<file path="src/rtl/vic_pkg.sv">
// Purpose: shared constants and types for the vectored interrupt controller
// Assumes: one byte wide special function register port, 20-bit program space
// Notes:   sources 2..15 own a pending latch, source 1 is the software trap
package vic_pkg;

  // ****************************************************************
  // register map
  // ****************************************************************
  localparam logic [7:0] ADDR_EN_LO   = 8'h3a;
  localparam logic [7:0] ADDR_EN_HI   = 8'h3b;
  localparam logic [7:0] ADDR_PEND_LO = 8'h3c;
  localparam logic [7:0] ADDR_PEND_HI = 8'h3d;

  // ****************************************************************
  // field layout and reset values
  // ****************************************************************
  localparam int          NUM_SRC      = 16;
  localparam int          IMF_BIT      = 0;
  localparam int          SRC_SWI      = 1;
  localparam int          SRC_WDT      = 2;
  localparam int          SRC_EXT0     = 3;
  localparam int          FIRST_EF     = 4;
  localparam logic [15:0] PEND_MASK    = 16'hfffc;
  localparam logic [15:0] EN_MASK      = 16'hfff1;
  localparam logic [15:0] PEND_RST     = 16'h0000;
  localparam logic [15:0] EN_RST       = 16'h0000;

  // ****************************************************************
  // sequence timing and vectors
  // ****************************************************************
  localparam logic [3:0]  ACC_CYCLES   = 4'hc;
  localparam logic [3:0]  PUSH_BYTES   = 4'h5;
  localparam logic [3:0]  VEC_BYTES    = 4'h4;
  localparam logic [3:0]  VEC_LAG      = 4'h2;
  localparam logic [3:0]  POP_BYTES    = 4'h5;
  localparam logic [19:0] VEC_TOP      = 20'hffffc;
  localparam int          BANK_DEPTH   = 16;

  typedef enum logic [1:0] {
    VIC_IDLE   = 2'b00,
    VIC_ACCEPT = 2'b01,
    VIC_RETURN = 2'b10
  } vic_state_t;

  // instruction strobes from the core sequencer
  typedef struct packed {
    logic last_cycle;
    logic ei;
    logic di;
    logic maskable_return_instr;
    logic nonmaskable_return_instr;
    logic software_trap_instr;
  } vic_instr_t;

  // one byte moved to or from the stack
  typedef struct packed {
    logic       en;
    logic [7:0] data;
  } vic_byte_t;

endpackage

</file>
<file path="src/rtl/vic_core.sv">
// Purpose: pending latches, enables, priority, acceptance and return sequences
// Assumes: strobes and requests are synchronous single-cycle pulses
// Notes:   all outputs are registered; sequences stall the core via seq_busy_r
`timescale 1ns/1ps

// How it works
// - a source request sets its pending latch, which asks for service
// - acceptance clears the taken latch; reset clears every latch
// - latches read at 3c/3d and cleared by plain byte writes
// - no register write can ever set a pending latch
// - enable register at 3a/3b, readable and writable except bits 3..1, which read zero
// - master enable is bit 0, resets low, set by ei, cleared by di
// - master enable low blocks every maskable source
// - software and watchdog ignore enables, one of them in service at once
// - enable bits 4..15 gate their own sources
// - external 0 gated by master enable only; its latch needs the pin function on
// - a pending latch holds until accepted, reset or cleared
// - acceptance runs twelve cycles after the instruction, clearing master enable first
// - push status high, status low, pc ext, pc high, pc low
// - load pc from vector, add low nibble of bank code to bank selector
// - maskable return sets master enable, pending work taken at once
// - non-maskable return restores master enable only if it was set and kept
// - both returns restore the previous register bank
// - lowest source number wins among eligible requests
// - returns pop five bytes, stack pointer up five times
// - requests sampled in the last cycle of each instruction
module vic_core #(
  parameter int BANK_DEPTH = vic_pkg::BANK_DEPTH
) (
  input  wire logic                 core_clk,
  input  wire logic                 rst,
  input  wire logic [15:0]          irq_req,
  input  wire logic                 ext0_function_enable,
  input  wire vic_pkg::vic_instr_t  instr,
  input  wire logic [7:0]           sfr_addr,
  input  wire logic                 sfr_wr,
  input  wire logic                 sfr_rd,
  input  wire logic [7:0]           sfr_wdata,
  input  wire logic [15:0]          cur_psw,
  input  wire logic [19:0]          cur_pc,
  input  wire logic [3:0]           cur_bank,
  input  wire logic [7:0]           vec_rdata,
  output logic      [7:0]           sfr_rdata_r,
  output logic                      seq_busy_r,
  output logic                      accept_r,
  output logic      [3:0]           accept_src_r,
  output vic_pkg::vic_byte_t        push_r,
  output logic                      pop_r,
  output logic                      vec_rd_r,
  output logic      [19:0]          vec_addr_r,
  output logic                      pc_load_r,
  output logic      [19:0]          pc_val_r,
  output logic                      bank_load_r,
  output logic      [3:0]           bank_val_r,
  output logic                      master_enable_flag_r
);

  // ****************************************************************
  // state
  // ****************************************************************
  vic_pkg::vic_state_t state_r;
  vic_pkg::vic_state_t state_nxt;
  logic [3:0]          step_r;
  logic [15:0]         pending_latch_r;
  logic [15:0]         pending_nxt;
  logic [15:0]         source_enable_flag_r;
  logic                nmi_busy_r;
  logic                nmi_imf_r;
  logic                nmi_sw_clr_r;
  logic                is_nmi_ret_r;
  logic                ret_done_r;
  logic [3:0]          src_r;
  logic [23:0]         vec_buf_r;
  logic [7:0]          vec_code_r;
  logic [3:0]          bank_pop;

  // ****************************************************************
  // register decode
  // ****************************************************************
  wire wr_en_lo   = sfr_wr && (sfr_addr == vic_pkg::ADDR_EN_LO);
  wire wr_en_hi   = sfr_wr && (sfr_addr == vic_pkg::ADDR_EN_HI);
  wire wr_pend_lo = sfr_wr && (sfr_addr == vic_pkg::ADDR_PEND_LO);
  wire wr_pend_hi = sfr_wr && (sfr_addr == vic_pkg::ADDR_PEND_HI);

  wire [15:0] en_view = {source_enable_flag_r[15:1], master_enable_flag_r}
                        & vic_pkg::EN_MASK;
  wire [7:0]  rd_mux  = (sfr_addr == vic_pkg::ADDR_EN_LO)   ? en_view[7:0] :
                        (sfr_addr == vic_pkg::ADDR_EN_HI)   ? en_view[15:8] :
                        (sfr_addr == vic_pkg::ADDR_PEND_LO) ? pending_latch_r[7:0] :
                        (sfr_addr == vic_pkg::ADDR_PEND_HI) ? pending_latch_r[15:8] :
                        8'h00;

  // written zero clears, written one keeps; nothing here can set
  wire [15:0] wr_keep = {wr_pend_hi ? sfr_wdata : 8'hff,
                         wr_pend_lo ? sfr_wdata : 8'hff};

  // ****************************************************************
  // request conditioning and eligibility
  // ****************************************************************
  wire [15:0] req_gated = {irq_req[15:4],
                           irq_req[3] & ext0_function_enable,
                           irq_req[2:0]} & vic_pkg::PEND_MASK;

  wire [15:0] eligible;
  assign eligible[1:0]  = 2'b00;
  assign eligible[2]    = pending_latch_r[2] & ~nmi_busy_r;
  assign eligible[3]    = pending_latch_r[3] & master_enable_flag_r;
  assign eligible[15:4] = pending_latch_r[15:4] & source_enable_flag_r[15:4]
                          & {12{master_enable_flag_r}};

  logic [3:0] pick;
  logic       pick_any;
  always_comb begin
    pick     = 4'h0;
    pick_any = 1'b0;
    for (int i = vic_pkg::NUM_SRC - 1; i >= vic_pkg::SRC_WDT; i--) begin
      if (eligible[i]) begin
        pick     = 4'(i);
        pick_any = 1'b1;
      end
    end
  end

  // requests are looked at on an instruction's last cycle or right after a return
  wire sample   = (state_r == vic_pkg::VIC_IDLE) &&
                  (instr.last_cycle || ret_done_r);
  wire take_swi = sample && instr.software_trap_instr && !nmi_busy_r;
  wire take_hw  = sample && !take_swi && pick_any;
  wire take     = take_swi || take_hw;
  wire [3:0] take_src = take_swi ? 4'(vic_pkg::SRC_SWI) : pick;
  wire take_nmi = take_swi || (take_hw && pick == 4'(vic_pkg::SRC_WDT));
  wire start_ret = (state_r == vic_pkg::VIC_IDLE) && !take &&
                   (instr.maskable_return_instr || instr.nonmaskable_return_instr);
  wire ret_last  = (state_r == vic_pkg::VIC_RETURN) &&
                   (step_r == vic_pkg::POP_BYTES - 4'h1);
  wire acc_last  = (state_r == vic_pkg::VIC_ACCEPT) &&
                   (step_r == vic_pkg::ACC_CYCLES - 4'h1);

  // ****************************************************************
  // pending latches
  // ****************************************************************
  wire [15:0] acc_clr = take_hw ? (16'h0001 << pick) : 16'h0000;
  assign pending_nxt = (pending_latch_r & wr_keep & ~acc_clr)
                       | req_gated;

  always_ff @(posedge core_clk) begin
    if (rst) begin
      pending_latch_r <= vic_pkg::PEND_RST;
    end else begin
      pending_latch_r <= pending_nxt;
    end
  end

  // ****************************************************************
  // enable register and master enable
  // ****************************************************************
  always_ff @(posedge core_clk) begin
    if (rst) begin
      source_enable_flag_r <= vic_pkg::EN_RST;
    end else begin
      if (wr_en_lo) begin
        source_enable_flag_r[7:0] <= sfr_wdata & vic_pkg::EN_MASK[7:0];
      end
      if (wr_en_hi) begin
        source_enable_flag_r[15:8] <= sfr_wdata;
      end
    end
  end

  wire imf_sw_clear = instr.di || (wr_en_lo && !sfr_wdata[vic_pkg::IMF_BIT]);

  always_ff @(posedge core_clk) begin
    if (rst) begin
      master_enable_flag_r <= vic_pkg::EN_RST[vic_pkg::IMF_BIT];
    end else if (take) begin
      master_enable_flag_r <= 1'b0;
    end else if (ret_last) begin
      master_enable_flag_r <= is_nmi_ret_r ? (nmi_imf_r & ~nmi_sw_clr_r)
                                           : 1'b1;
    end else if (instr.ei) begin
      master_enable_flag_r <= 1'b1;
    end else if (imf_sw_clear) begin
      master_enable_flag_r <= 1'b0;
    end else if (wr_en_lo) begin
      master_enable_flag_r <= sfr_wdata[vic_pkg::IMF_BIT];
    end
  end

  // ****************************************************************
  // pseudo non-maskable bookkeeping
  // ****************************************************************
  always_ff @(posedge core_clk) begin
    if (rst) begin
      nmi_busy_r   <= 1'b0;
      nmi_imf_r    <= 1'b0;
      nmi_sw_clr_r <= 1'b0;
    end else if (take_nmi) begin
      nmi_busy_r   <= 1'b1;
      nmi_imf_r    <= master_enable_flag_r;
      nmi_sw_clr_r <= 1'b0;
    end else if (ret_last && is_nmi_ret_r) begin
      nmi_busy_r <= 1'b0;
    end else if (nmi_busy_r && imf_sw_clear) begin
      nmi_sw_clr_r <= 1'b1;
    end
  end

  // ****************************************************************
  // sequencer
  // ****************************************************************
  always_comb begin
    case (state_r)
      vic_pkg::VIC_IDLE: begin
        if (take) begin
          state_nxt = vic_pkg::VIC_ACCEPT;
        end else if (start_ret) begin
          state_nxt = vic_pkg::VIC_RETURN;
        end else begin
          state_nxt = vic_pkg::VIC_IDLE;
        end
      end
      vic_pkg::VIC_ACCEPT: begin
        state_nxt = acc_last ? vic_pkg::VIC_IDLE : vic_pkg::VIC_ACCEPT;
      end
      vic_pkg::VIC_RETURN: begin
        state_nxt = ret_last ? vic_pkg::VIC_IDLE : vic_pkg::VIC_RETURN;
      end
      default: begin
        state_nxt = vic_pkg::VIC_IDLE;
      end
    endcase
  end

  always_ff @(posedge core_clk) begin
    if (rst) begin
      state_r      <= vic_pkg::VIC_IDLE;
      step_r       <= 4'h0;
      src_r        <= 4'h0;
      is_nmi_ret_r <= 1'b0;
      ret_done_r   <= 1'b0;
    end else begin
      state_r    <= state_nxt;
      step_r     <= (state_nxt == state_r) ? step_r + 4'h1 : 4'h0;
      ret_done_r <= ret_last;
      if (take) begin
        src_r <= take_src;
      end
      if (start_ret) begin
        is_nmi_ret_r <= instr.nonmaskable_return_instr;
      end
    end
  end

  // ****************************************************************
  // acceptance data path
  // ****************************************************************
  wire in_acc  = (state_r == vic_pkg::VIC_ACCEPT);
  wire in_push = in_acc && (step_r < vic_pkg::PUSH_BYTES);
  wire in_vec  = in_acc && (step_r >= vic_pkg::PUSH_BYTES) &&
                 (step_r < vic_pkg::PUSH_BYTES + vic_pkg::VEC_BYTES);
  wire in_cap  = in_acc && (step_r >= vic_pkg::PUSH_BYTES + vic_pkg::VEC_LAG) &&
                 (step_r < vic_pkg::PUSH_BYTES + vic_pkg::VEC_LAG + vic_pkg::VEC_BYTES);
  wire [3:0] vec_idx = step_r - vic_pkg::PUSH_BYTES;
  wire [3:0] cap_idx = step_r - vic_pkg::PUSH_BYTES - vic_pkg::VEC_LAG;
  wire [19:0] vec_base = vic_pkg::VEC_TOP - {14'h0000, src_r, 2'b00};

  logic [7:0] push_byte;
  always_comb begin
    case (step_r)
      4'h0:    push_byte = cur_psw[15:8];
      4'h1:    push_byte = cur_psw[7:0];
      4'h2:    push_byte = {4'h0, cur_pc[19:16]};
      4'h3:    push_byte = cur_pc[15:8];
      4'h4:    push_byte = cur_pc[7:0];
      default: push_byte = 8'h00;
    endcase
  end

  always_ff @(posedge core_clk) begin
    if (rst) begin
      vec_buf_r  <= 24'h000000;
      vec_code_r <= 8'h00;
    end else if (in_cap) begin
      case (cap_idx)
        4'h0:    vec_buf_r[7:0]   <= vec_rdata;
        4'h1:    vec_buf_r[15:8]  <= vec_rdata;
        4'h2:    vec_buf_r[23:16] <= vec_rdata;
        default: vec_code_r       <= vec_rdata;
      endcase
    end
  end

  // ****************************************************************
  // bank save and restore
  // ****************************************************************
  vic_bank_stack #(
    .DEPTH (BANK_DEPTH),
    .WIDTH (4)
  ) u_bank_stack (
    .core_clk (core_clk),
    .rst      (rst),
    .push     (acc_last),
    .pop      (start_ret),
    .wdata    (cur_bank),
    .rdata_r  (bank_pop)
  );

  // ****************************************************************
  // registered outputs
  // ****************************************************************
  always_ff @(posedge core_clk) begin
    if (rst) begin
      sfr_rdata_r  <= 8'h00;
      seq_busy_r   <= 1'b0;
      accept_r     <= 1'b0;
      accept_src_r <= 4'h0;
      push_r       <= '0;
      pop_r        <= 1'b0;
      vec_rd_r     <= 1'b0;
      vec_addr_r   <= 20'h00000;
      pc_load_r    <= 1'b0;
      pc_val_r     <= 20'h00000;
      bank_load_r  <= 1'b0;
      bank_val_r   <= 4'h0;
    end else begin
      if (sfr_rd) begin
        sfr_rdata_r <= rd_mux;
      end
      seq_busy_r   <= (state_nxt != vic_pkg::VIC_IDLE);
      accept_r     <= take;
      if (take) begin
        accept_src_r <= take_src;
      end
      push_r.en    <= in_push;
      push_r.data  <= in_push ? push_byte : 8'h00;
      pop_r        <= (state_r == vic_pkg::VIC_RETURN);
      vec_rd_r     <= in_vec;
      vec_addr_r   <= in_vec ? vec_base + {16'h0000, vec_idx} : 20'h00000;
      pc_load_r    <= acc_last;
      pc_val_r     <= acc_last ? vec_buf_r[19:0] : pc_val_r;
      bank_load_r  <= acc_last || ret_last;
      if (acc_last) begin
        bank_val_r <= cur_bank + vec_code_r[3:0];
      end else if (ret_last) begin
        bank_val_r <= bank_pop;
      end
    end
  end

endmodule

</file>
<file path="src/rtl/vic_bank_stack.sv">
// Purpose: small lifo holding the register bank in use before each acceptance
// Assumes: push and pop never in the same cycle
// Notes:   read data is the popped entry, held in a register
`timescale 1ns/1ps
module vic_bank_stack #(
  parameter int DEPTH = 16,
  parameter int WIDTH = 4
) (
  input  wire logic             core_clk,
  input  wire logic             rst,
  input  wire logic             push,
  input  wire logic             pop,
  input  wire logic [WIDTH-1:0] wdata,
  output logic      [WIDTH-1:0] rdata_r
);

  localparam int PW = $clog2(DEPTH);

  logic [WIDTH-1:0] mem [DEPTH];
  logic [PW-1:0]    ptr_r;
  logic [PW-1:0]    ptr_dn;

  assign ptr_dn = ptr_r - 1'b1;

  // ****************************************************************
  // pointer and storage
  // ****************************************************************
  always_ff @(posedge core_clk) begin
    if (rst) begin
      ptr_r   <= '0;
      rdata_r <= '0;
    end else if (push) begin
      ptr_r <= ptr_r + 1'b1;
    end else if (pop) begin
      ptr_r   <= ptr_dn;
      rdata_r <= mem[ptr_dn];
    end
  end

  always_ff @(posedge core_clk) begin
    if (push) begin
      mem[ptr_r] <= wdata;
    end
  end

endmodule

</file>
<file path="config.mk">
export PLATFORM = sky130hd
export DESIGN_NAME = vic_core
export DESIGN_NICKNAME = d
export VERILOG_FILES = /design/src/rtl/vic_pkg.sv /design/src/rtl/vic_core.sv /design/src/rtl/vic_bank_stack.sv
export SDC_FILE = /design/constraint.sdc
export NUM_CORES = 1
export LEC_CHECK = 0
export ABC_AREA = 0
export ABC_CLOCK_PERIOD_IN_PS = 6250
export BUFFER_PORTS_ARGS = -buffer_cell sky130_fd_sc_hd__buf_2
export CORE_MARGIN = 2
export CORE_UTILIZATION = 55
export DETAILED_ROUTE_END_ITERATION = 10
export GPL_TIMING_DRIVEN = 0
export PLACE_DENSITY_LB_ADDON = 0.08
export SLEW_MARGIN = 20
export SYNTH_ARGS = -nofsm -noshare
export SYNTH_HDL_FRONTEND = slang
export SYNTH_HIERARCHICAL = 1
export SYNTH_SLANG_ARGS = --single-unit
</file>
<file path="constraint.sdc">
create_clock -name core_clk -period 6.25 [get_ports core_clk]
set_input_delay 0.3125 -clock core_clk [delete_from_list [all_inputs] [get_ports core_clk]]
set_output_delay 0.3125 -clock core_clk [all_outputs]
set_load 0.02 [all_outputs]
</file>
Word-level counts from Yosys, hierarchy flattened
Memory sizes are Yosys's and may differ from the RTL's. A register that Yosys moved wholly into a read port is not among the register bits.
Index checks and enable logic that the tools add are counted.
{ "classes": {"n_addsub": 8, "n_lt_le_gt_ge": 5, "n_eq_ne": 15, "shifts": 1, "mux": 55, "bitwise_logic": 18, "reduce_logical": 52} }
{ "ops": {"columns": ["operator", "count"], "rows": [
  ["$mux 4", 19],
  ["$mux 8", 6],
  ["$pmux 8 s5", 1],
  ["$and 16x16->16", 2],
  ["$eq 8x6->1 const B", 4],
  ["$and 12x12->12", 2],
  ["$mux 1", 24],
  ["$logic_and 1x1->1", 22],
  ["$eq 4x2->1 const B", 4],
  ["$mux 16", 1],
  ["$not 16->16", 1],
  ["$or 16x16->16", 1],
  ["$shl 1x4->16 const A", 1],
  ["$reduce_and 2->1", 6],
  ["$reduce_or 2->1", 5],
  ["$add 8x5->9", 1],
  ["$add 4x1->4 const B", 2],
  ["$eq 4x1->1 const B", 2],
  ["$ge 4x3->1 const B", 2],
  ["$logic_not 4->1", 2],
  ["$lt 4x4->1 const B", 2],
  ["$not 1->1", 8],
  ["$reduce_bool 2->1", 4],
  ["$sub 3x7->8 const A", 1],
  ["18 further kinds", 31]
]} }
{ "totals": {"regBits": 140, "ram_bits": 64, "input_bits": 91, "elab_cells": 184, "mem_count": 1} }
{ "mem_list": {"columns": ["memory", "words", "width", "rd", "rd_ports_with_merged_regs", "write_ports", "line_no", "source"], "rows": [
  ["u_bank_stack.mem", 16, 4, 1, 1, 1, "vic_bank_stack.sv:19", "logic [WIDTH-1:0] mem [DEPTH];"]
]} }

Depth between registers and ports, before layout
Gate-level depths: netlist of the first run.
{ "depth": {"ltp_word": 27, "depth_mapped": 11} }

By module
The synthesis of the first run kept the hierarchy.
{ "modules_own_cells": {"columns": ["mod", "instances", "cells_per_inst", "area_per_inst_um2", "seq_area_each_um2"], "rows": [
  ["vic_core", 1, 688, 6008.3, 2482.4],
  ["vic_bank_stack", 1, 181, 3007.9, 2082.0]
]} }

Worst setup path after synthesis of the first run
Ideal clock, no wire load.
{ "synth_timing": {"path_kind": "reg2reg", "start": "reg step_r[0]", "end": "reg vec_addr_r[6]", "arrival_time_ns": 2.439, "required_ns": 6.129, "slack_ns": 3.690, "path_stages_with_launch": 12, "n_path_buf": 0, "period_less_slack_ns": 2.560, "cell_sequence": "dfxtp_1 > inv_1 > ha_1 > xor2_1 > ha_1 > inv_1 > ha_1 > a21o_1 > a21oi_1 > o21bai_1 > a21o_1 > mux2_2"} }
{ "synth_via": {"elab_chain_cells": 5} }
{ "synth_rtl": {"columns": ["element", "line_no", "source"], "rows": [
  ["start, declared", "vic_core.sv:63", "logic [3:0] step_r;"],
  ["start signal, assigned", "vic_core.sv:243", "step_r <= (state_nxt == state_r) ? step_r + 4'h1 : 4'h0;"],
  ["parallel branches: the longest is 5 deep, another holds $add 8x5->9", null, null],
  ["end signal, assigned", "vic_core.sv:338", "vec_addr_r <= in_vec ? vec_base + {16'h0000, vec_idx} : 20'h00000;"],
  ["end, declared", "vic_core.sv:50", "output logic [19:0] vec_addr_r,"]
]} }
Parallel ways; which one is timed is not known.
A chain may end at the register's enable or synchronous reset.

Worst setup path in the final report of the first run
{ "layout_timing": {"start": "reg step_r[0]", "end": "mem u_bank_stack.mem[3][3] (enable)"} }
{ "layout_via": {"elab_chain_cells": 4} }
{ "layout_rtl": {"columns": ["element", "line_no", "source"], "rows": [
  ["$eq 4x4->1", "vic_core.sv:137", "(step_r == vic_pkg::ACC_CYCLES - 4'h1);"],
  ["$logic_and 1x1->1", "vic_core.sv:136", "wire acc_last = (state_r == vic_pkg::VIC_ACCEPT) &&"],
  ["net acc_last", "vic_core.sv:136", null],
  ["$mux 1", "vic_bank_stack.sv:41", "if (push) begin"],
  ["$mux 1 (implied by the code)", "vic_bank_stack.sv:42", "mem[ptr_r] <= wdata;"],
  ["end, declared", "vic_bank_stack.sv:19", null]
]} }
The timed path passes the listed nets, and every way through them passes these cells.

==> flow_metrics.tcl, run 1 <==
set metrics [dict create \
    multi_input_area_um2 4010 \
    cts.repair.resized 0 \
    setup_tns_ns 0 \
    via_count 7353 \
    synth_ff_type "dfxtp_1" \
    layout.cells.non_filler 1276 \
    core-area_um2 15900 \
    drc 0 \
    max_freq_mhz 297 \
    dpl.hpwl_mm 16.8 \
    synthTopCellsByArea "dfxtp_1, edfxtp_1, mux4_2" \
    leakagePower_nw 4.23 \
    timing.final.crit_share 0.539 \
    first_global_vias 7096 \
    cts-buffers-inserted 17 \
    vdd.ir_drop.worst_v 0.000387 \
    io_pins 163 \
    synth_seq_area_share 0.506 \
    firstDrtPassIters 5 \
    yosys_warnings 6 \
    grt_overflow 0 \
    h-tree-depth 4 \
    power_density_nw_per_um2 288 \
    routedWlPerCell_um 17.8 \
    ys_ff_latch 196 \
    viasPerCell 5.76 \
    holdPathStages 3 \
    syn_nets 984 \
    fin_util 0.670 \
    synthDistinctLibCells 78 \
    cts_tree "built" \
    yosysTopAreaCellShare 0.293 \
    postSynth.asyncResetShare 0 \
    clock-sinks 196 \
    final_common_cell "buf_2" \
    wl_mm 22.8 \
    drv_cap 0 \
    fillers 1334 \
    post-place-ws_ns 2.89 \
    die_w_um 132 \
    crit_arrival_ns 3.44 \
    syn_inst 869 \
    period_minus_slack_ns 3.37 \
    drv_slew 0 \
    final_hold_viol_count 0 \
    rsz0062_at_grt "no" \
    power_mw 3.08 \
    die-area_um2 17400 \
    slew_headroom 0.532 \
    grt_max_degree 21 \
    grt_use_total 0.267 \
    reg2regPathDepth 9 \
    fin_skew_ns 0.0118 \
    cts-root-buf "clkbuf_16" \
    holdCritPathClass "in2reg" \
    cts_hold_buf 0 \
    drive_gt1_frac 0.251 \
    criticalPathCategory "reg2reg" \
    rows 46 \
    synth-edff-count 64 \
    start_kind "flip-flop" \
    worstMarginPinSlew_ns 0.702 \
    final_cell_mix "buf_2, dfxtp_1, nand2_1" \
    syn2layout_area_growth_pct 18.5 \
    grt_pass1_wl_mm 36.9 \
    clock_latency_ns 0.44 \
    cts_setup_buffers 0 \
    antenna_cells 0 \
    status "finished, final reports clean" \
    avgSynthCellArea_um2 10.4 \
    cp_max_fo 10 \
    antenna_left 0 \
    setup_ws_ns 2.88 \
    end_kind "flip-flop" \
    fp.dieH_um 132 \
    synth_largest_area_cell "dfxtp_1" \
    grt_antenna_before_repair 0 \
    port_buffers 159 \
    dpl.cell_count 1244 \
    clk_pin_slew_ns 0.07 \
    drtIter0Drc 618 \
    clockBufferDepth 2 \
    netlist_area_um2 9020 \
    seqCellArea_um2 4560 \
    setup-violations-final 0 \
    start_util 0.566 \
    nNetsFinal 1162 \
    required_ns 6.32 \
    gp_congestion 0.928 \
]
==> routing by layer <==
layer  wire length [um]  vias to the layer above  GRT usage
met5                  0                        -          0
met3               1330                       44     0.0546
met1              10100                     3511      0.356
met4                501                        0     0.0815
li1                   -                     3513          -
met2              10900                      285      0.440
==> area by class of cell <==
| type | count | share of cell area |
|---|---|---|
| buffer | 54 | 0.0294 |
| clock buffer | 19 | 0.0415 |
| clock inverter | 13 | 0.0150 |
| inverter | 34 | 0.0119 |
| multi-input combinational | 585 | 0.375 |
| sequential | 196 | 0.427 |
| tap | 216 | 0.0253 |
| timing repair buffer | 159 | 0.0745 |
==> synthesized netlist by cell type, types with 10 or more instances <==
cell type / instances
a21o_1: 10
a21oi_1: 71
a22oi_1: 30
a311oi_1: 11
a31oi_1: 13
buf_2: 13
buf_4: 14
clkbuf_1: 18
dfxtp_1: 132
edfxtp_1: 64
ha_1: 23
inv_1: 32
mux2i_1: 30
mux4_2: 16
nand2_1: 96
nand2b_1: 13
nand3_1: 15
nor2_1: 85
nor2b_1: 10
nor3_1: 14
o21ai_0: 16
or3_1: 13
xnor2_1: 10
==> state kept, by name (all words and copies together), names as in the netlist, 2 cells and up <==
| signal | count |
|---|---|
| bank_val_r | 4 |
| u_bank_stack/ptr_r | 4 |
| vec_buf_r | 20 |
| vec_code_r | 4 |
| pending_latch_r | 16 |
| source_enable_flag_r | 12 |
| state_r | 2 |
| vec_addr_r | 9 |
| u_bank_stack/rdata_r | 4 |
| sfr_rdata_r | 8 |
| u_bank_stack/mem | 64 |
| step_r | 4 |
| accept_src_r | 4 |
| pc_val_r | 20 |
| push_r | 9 |
==> metrics by stage <==
step           hold slack [ns]  cell area [um^2]
2_1_floorplan            0.382              9020
3_3_place_gp             0.440             10100
3_5_place_dp             0.443             10100
4_1_cts                  0.118             10700
5_1_grt                  0.147             10700
6_report                 0.132             10700
==> logic make-up after synthesis <==
kind of cell               share of synthesized area
and+or+nand+nor                                0.155
AOI/OAI and AO/OA                              0.162
DFF                                            0.506
buffers and inverters                         0.0490
muxes                                         0.0745
adders and majority gates                     0.0341
xor gates and xnor gates                      0.0186
==> report_power, final <==
group          switching [mW]  total, mW  internal, mW  leakage (nW)
logic                   0.324      0.579         0.254          2.29
registers              0.0423       1.40          1.35          1.65
clock network           0.519       1.10         0.585         0.298
total                   0.886       3.08          2.19          4.23
==> path summary, 6_finish.rpt <==
kind | startpoint | endpoint | slack (ns)
max reg2reg | step_r[0] | u_bank_stack/mem[3][3] | 2.88
min | cur_pc[1] | push_r[1] | 0.13
min reg2reg | vec_buf_r[15] | pc_val_r[15] | 0.45
max | step_r[0] | u_bank_stack/mem[3][3] | 2.88
==> critical path, cell delays in order, from the launching register on <==
cell,delay (ns)
dfxtp_1,0.49
ha_1,0.30
nand3b_1,0.25
nand2b_1,0.24
buf_2,0.19
inv_2,0.09
buf_2,0.25
clkbuf_1,0.34
nand2_1,0.30
nor3_1,0.55
Power figures use the tool's default switching activity.
==> run 2: changes to the inputs <==
--- a/config.mk
+++ b/config.mk
@@ -6,10 +6,10 @@
 export NUM_CORES = 1
 export LEC_CHECK = 0
 export ABC_AREA = 0
-export ABC_CLOCK_PERIOD_IN_PS = 6250
+export ABC_CLOCK_PERIOD_IN_PS = 2900
 export BUFFER_PORTS_ARGS = -buffer_cell sky130_fd_sc_hd__buf_2
 export CORE_MARGIN = 2
-export CORE_UTILIZATION = 55
+export CORE_UTILIZATION = 51
 export DETAILED_ROUTE_END_ITERATION = 10
 export GPL_TIMING_DRIVEN = 0
 export PLACE_DENSITY_LB_ADDON = 0.08
==> constraint.sdc (replaced) <==
create_clock -name core_clk -period 2.9 [get_ports core_clk]
set_input_delay 0.145 -clock core_clk [delete_from_list [all_inputs] [get_ports core_clk]]
set_output_delay 0.145 -clock core_clk [all_outputs]
set_load 0.02 [all_outputs]
==> run 2 against run 1 <==
Compared with the run above:
- first-iteration DRC count shrank 15%
- clock power is 120% higher
- combinational power up 130%
- final area grew 3.7%
- via count rose by 0.15%
- core utilization shrank 3.0 points
- fmax rose by 23%
- final cell count grew 2.7%
- register-to-register slack worse by 2.7 ns
- largest power group unchanged
==> flow_metrics.tcl, run 2 (synthesis results as in run 1) <==
set metrics [dict create \
    status "finished, final reports clean" \
    vdd.ir_drop.worst_v 0.000602 \
    power_density_nw_per_um2 605 \
    slew_headroom 0.419 \
    combPwrFrac 0.196 \
    drtIter0Drc 527 \
    drv_slew 0 \
    max_freq_mhz 365 \
    internal-power_mw 4.70 \
    grt_pass1_wl_mm 36.4 \
    cts-root-buf "clkbuf_16" \
    rows 48 \
    h-tree-depth 4 \
    die_w_um 137 \
    top_register "u_bank_stack/mem" \
    cts-buffers-inserted 17 \
    drc 0 \
    fin_util 0.641 \
    leakagePower_nw 4.34 \
    antenna_left 0 \
    required_ns 3.28 \
    cts_setup_buffers 0 \
    holdPathStages 3 \
    clockBufferDepth 2 \
    grt_overflow 0 \
    pwr-share-seq 0.449 \
    firstDrtPassIters 6 \
    grt_max_degree 21 \
    drive_gt1_frac 0.268 \
    reg2regPathDepth 8 \
    end_kind "flip-flop" \
    holdCritPathClass "in2reg" \
    setup-violations-final 0 \
    grt_antenna_before_repair 0 \
    viasPerCell 5.62 \
    dpl_cell_area_um2 10100 \
    clock_latency_ns 0.44 \
    clkPwrFrac 0.355 \
    die-area_um2 18800 \
    gp_congestion 0.880 \
    clk_pin_slew_ns 0.07 \
    postLayoutCellArea_um2 11100 \
    period_minus_slack_ns 2.74 \
    swShare 0.298 \
    start_kind "flip-flop" \
    hp-start "cur_pc[6]" \
    via_count 7364 \
    post-place-ws_ns -0.549 \
    final_cell_mix "buf_2, dfxtp_1, nand2_1" \
    antenna_cells 0 \
    drv_cap 0 \
    crit_arrival_ns 3.12 \
    fp.dieH_um 137 \
    r2r_slack_ns 0.16 \
    reg2reg_from "step_r[2]" \
    timing.final.crit_share 0.946 \
    wl_mm 23.4 \
    cts_tree "built" \
    worstMarginPinSlew_ns 0.871 \
    cp_max_fo 10 \
    io_pins 163 \
    dpl.hpwl_mm 16.8 \
    fin_skew_ns 0.0110 \
    reg_top3 "u_bank_stack/mem x64, pc_val_r x20, vec_buf_r x20" \
    power_switching_mw 2.00 \
    whs_endpoint "push_r[6]" \
    port_buffers 159 \
    syn2layout_area_growth_pct 22.9 \
    routedWlPerCell_um 17.9 \
    final_hold_viol_count 0 \
    grt_use_total 0.254 \
    criticalPathCategory "reg2reg" \
    rsz0062_at_grt "no" \
    final_common_cell "buf_2" \
    clock-sinks 196 \
    setup_ws_ns 0.158 \
    nNetsFinal 1188 \
    largest_reg_flops 64 \
    holdWs_ns 0.00724 \
    first_global_vias 6906 \
    core-area_um2 17300 \
    setup_tns_ns 0 \
    r2r_end "push_r[4]" \
    start_util 0.521 \
]
-- run 2: cell count changes in the layout (fill, tap and decap cells not counted), moves of 4 or more --
cell,change
nor2_2,+12
nor3_1,-4
dlygate4sd3_1,+28
nor2_1,-12
nor3_4,+4
-- run 2: critical path, cell delays in order, from the launching register on --
cell,delay (ns)
dfxtp_1,0.34
buf_2,0.20
nor2_1,0.19
and2_1,0.15
clkbuf_1,0.40
a22oi_1,0.12
dlygate4sd3_1,0.59
a21oi_1,0.13
dlygate4sd3_1,0.56
-- run 2: worst max-delay path by stage --
stage / start / end / slack (ns)
6_report: step_r[2] / push_r[4] / 0.16
5_1_grt: step_r[0] / vec_buf_r[19] / 0.008
4_1_cts: step_r[1] / u_bank_stack/mem[4][3] / 0.03
3_5_place_dp: step_r[0] / u_bank_stack/mem[3][0] / -0.55
3_3_place_gp: step_r[0] / u_bank_stack/mem[0][0] / -0.45
2_1_floorplan: step_r[0] / vec_addr_r[6] / 0.34
-- run 2: final cells by class --
cell class / instances / area (um^2)
fillers: 1447 / 6210
flip-flops and latches: 196 / 4570
multi-input cells: 585 / 4110
repair buffers: 187 / 1080
clock buffers: 18 / 450
plain buffers: 52 / 309
well taps: 225 / 282
clock inverters: 14 / 160
inverters: 34 / 128
-- run 2: timing repair --
item | CTS | global route
hold buffers | 28 | 0
gates cloned | 0 | 0
setup endpoints to repair | 74 | 71
gates resized for setup | 16 | 13
hold endpoints to repair | 31 | 0
-- run 2: layer usage --
layer	vias to the layer above	track usage	part of all wire
li1	3555	-	-
met1	3498	0.344	0.44
met2	276	0.411	0.48
met3	35	0.0563	0.067
met4	0	0.0739	0.015
met5	-	0	0
-- run 2: power groups by stage --
stage                     combinational [mW]  sequential [mW]  clock, mW
after CTS                               1.29             3.00       2.40
after global placement                  1.21             3.07          0
after detailed placement                1.22             3.07          0
after global routing                    1.44             3.02       2.52
final                                   1.32             3.01       2.38
after floorplan                        0.880             3.06          0
-- run 2: per-stage QoR --
stage                     std cells  total power [mW]
after floorplan                 869              3.94
after global placement         1253              4.28
after detailed placement       1253              4.29
after CTS                      1312              6.69
after global routing           1311              6.98
final                          1311              6.70
==> run 3: changes to the inputs <==
--- a/config.mk
+++ b/config.mk
@@ -6,10 +6,10 @@
 export NUM_CORES = 1
 export LEC_CHECK = 0
 export ABC_AREA = 0
-export ABC_CLOCK_PERIOD_IN_PS = 2900
+export ABC_CLOCK_PERIOD_IN_PS = 3500
 export BUFFER_PORTS_ARGS = -buffer_cell sky130_fd_sc_hd__buf_2
 export CORE_MARGIN = 2
-export CORE_UTILIZATION = 51
+export CORE_UTILIZATION = 55
 export DETAILED_ROUTE_END_ITERATION = 10
 export GPL_TIMING_DRIVEN = 0
 export PLACE_DENSITY_LB_ADDON = 0.08
==> constraint.sdc (replaced) <==
create_clock -name core_clk -period 3.5 [get_ports core_clk]
set_input_delay 0.175 -clock core_clk [delete_from_list [all_inputs] [get_ports core_clk]]
set_output_delay 0.175 -clock core_clk [all_outputs]
set_load 0.02 [all_outputs]
==> run 3 against run 2 <==
Compared with the run above:
- via count is 0.58% higher
- register-to-register slack better by 0.099 ns
- final area is 2.0% lower
- clock power is 17% lower
- critical path depth is 1 higher
- first-iteration DRC count is 19% higher
- clock skew is 0.0013 ns higher
- final cell count is 1.4% lower
- highest routed layer unchanged
==> flow_metrics.tcl, run 3 (synthesis results as in run 1) <==
set metrics [dict create \
    status "finished, final reports clean" \
    vdd.ir_drop.worst_v 0.000690 \
    core-area_um2 15900 \
    swShare 0.288 \
    grt_use_total 0.270 \
    firstDrtPassIters 5 \
    rows 46 \
    path_buf_inv 4 \
    drv_slew 0 \
    crit_slowest_cell "dfxtp_1" \
    reg_top3 "u_bank_stack/mem x64, pc_val_r x20, vec_buf_r x20" \
    antenna_left 0 \
    clockBufferDepth 2 \
    io_pins 163 \
    grt_max_degree 21 \
    cts-buffers-inserted 17 \
    slew_headroom 0.539 \
    clk_pin_slew_ns 0.07 \
    layout.cells.non_filler 1292 \
    syn2layout_area_growth_pct 20.5 \
    start_kind "flip-flop" \
    leakagePower_nw 4.31 \
    setup-violations-final 0 \
    drt-met1-wl_mm 10.1 \
    top_layer "met4" \
    crit_top_cell "buf_2" \
    die-area_um2 17400 \
    h-tree-depth 4 \
    cts_tree "built" \
    fillers 1314 \
    start_util 0.566 \
    grt_overflow 0 \
    port_buffers 159 \
    cp_max_fo 10 \
    clock_latency_ns 0.44 \
    clkPwrFrac 0.358 \
    viasPerCell 5.73 \
    dpl.hpwl_mm 16.8 \
    pwr-share-seq 0.452 \
    grt_pass1_wl_mm 37.4 \
    wl_mm 23.1 \
    grt_antenna_before_repair 0 \
    seqCellArea_um2 4560 \
    combPwrFrac 0.190 \
    internal-power_mw 3.93 \
    clock-sinks 196 \
    wl_met2_mm 11.1 \
    first_global_vias 7199 \
    power_density_nw_per_um2 508 \
    gp_congestion 0.928 \
    power_switching_mw 1.59 \
    final_hold_viol_count 0 \
    routed-wl-met3_mm 1.42 \
    dpl.cell_count 1244 \
    rsz0062_at_grt "no" \
    drtIter0Drc 629 \
    worstMarginPinSlew_ns 0.692 \
    crit_arrival_ns 3.34 \
    end_kind "flip-flop" \
    required_ns 3.59 \
    fin_skew_ns 0.0123 \
    cts-root-buf "clkbuf_16" \
    final_cell_mix "buf_2, dfxtp_1, nand2_1" \
    fp.dieH_um 132 \
    multi_input_area_um2 4030 \
    setup_tns_ns 0 \
    period_minus_slack_ns 3.24 \
    cts_setup_buffers 0 \
    max_freq_mhz 308 \
    drv_cap 0 \
    nNetsFinal 1178 \
    via_count 7407 \
    crit_family "simple AND/OR/NAND/NOR gates" \
    antenna_cells 0 \
    die_w_um 132 \
    final_common_cell "buf_2" \
    timing.final.crit_share 0.927 \
    slowest_delay_ns 0.50 \
    drc 0 \
    top_register "u_bank_stack/mem" \
    routedWlPerCell_um 17.9 \
    largest_reg_flops 64 \
    holdCritPathClass "in2reg" \
    drive_gt1_frac 0.251 \
    worstPathCellList "ha_1 > nand3b_1 > nand2b_1 > buf_2 > inv_2 > buf_2 > clkbuf_1 > nand2_1 > nor2_1" \
    criticalPathCategory "reg2reg" \
]
run 3: power by group through the flow:
| stage | Sequential, mW | Combinational [mW] | Clock, mW |
|---|---|---|---|
| after floorplan | 2.53 | 0.729 | 0 |
| after global placement | 2.54 | 0.994 | 0 |
| after detailed placement | 2.54 | 1.02 | 0 |
| after CTS | 2.49 | 1.04 | 2.00 |
| after global routing | 2.50 | 1.15 | 2.10 |
| final | 2.49 | 1.05 | 1.98 |
run 3: path summary, 6_finish.rpt:
check	from	end	slack, ns	cells after the start
worst max-delay path	step_r[0]	u_bank_stack/mem[11][1]	0.26	9
worst min-delay path	sfr_wdata[3]	source_enable_flag_r[11]	0.01	3
worst max register to register	step_r[0]	u_bank_stack/mem[11][1]	0.26	9
worst min register to register	vec_buf_r[15]	pc_val_r[15]	0.45	2
run 3: final cells by class:
class | count | share of cell area
Sequential cell | 196 | 0.420
Multi-Input combinational cell | 585 | 0.371
Timing Repair Buffer | 175 | 0.0880
Clock buffer | 19 | 0.0408
Buffer | 54 | 0.0289
Tap cell | 216 | 0.0249
Clock inverter | 13 | 0.0147
Inverter | 34 | 0.0117
run 3: metal layers:
| layer | GRT usage | vias up |
|---|---|---|
| met5 | 0 | - |
| met4 | 0.0809 | 0 |
| met3 | 0.0561 | 56 |
| met2 | 0.448 | 287 |
| met1 | 0.358 | 3519 |
| li1 | - | 3545 |
run 3: timing repair:
item,CTS,global route
gates resized for setup,0,4
endpoints found under the hold margin,17,0
hold buffers,16,0
setup endpoints to repair,0,16
run 3: worst reg2reg max path, cell delays in order (launching register included):
cell	delay, ns
dfxtp_1	0.50
ha_1	0.30
nand3b_1	0.24
nand2b_1	0.24
buf_2	0.19
inv_2	0.10
buf_2	0.25
clkbuf_1	0.35
nand2_1	0.33
nor2_1	0.42
run 3: metrics by stage:
stage / setup WS [ns] / utilization / cell area, um^2 / power (mW) / hold WS (ns)
after CTS: 0.128 / 0.680 / 10800 / 5.53 / 0.000485
after floorplan: 0.940 / - / 9020 / 3.26 / 0.244
after global placement: 0.185 / 0.632 / 10100 / 3.54 / 0.434
after global routing: 0.0587 / 0.682 / 10900 / 5.74 / 0.0207
after detailed placement: 0.141 / 0.632 / 10100 / 3.56 / 0.436
final: 0.256 / 0.682 / 10900 / 5.52 / 0.0127
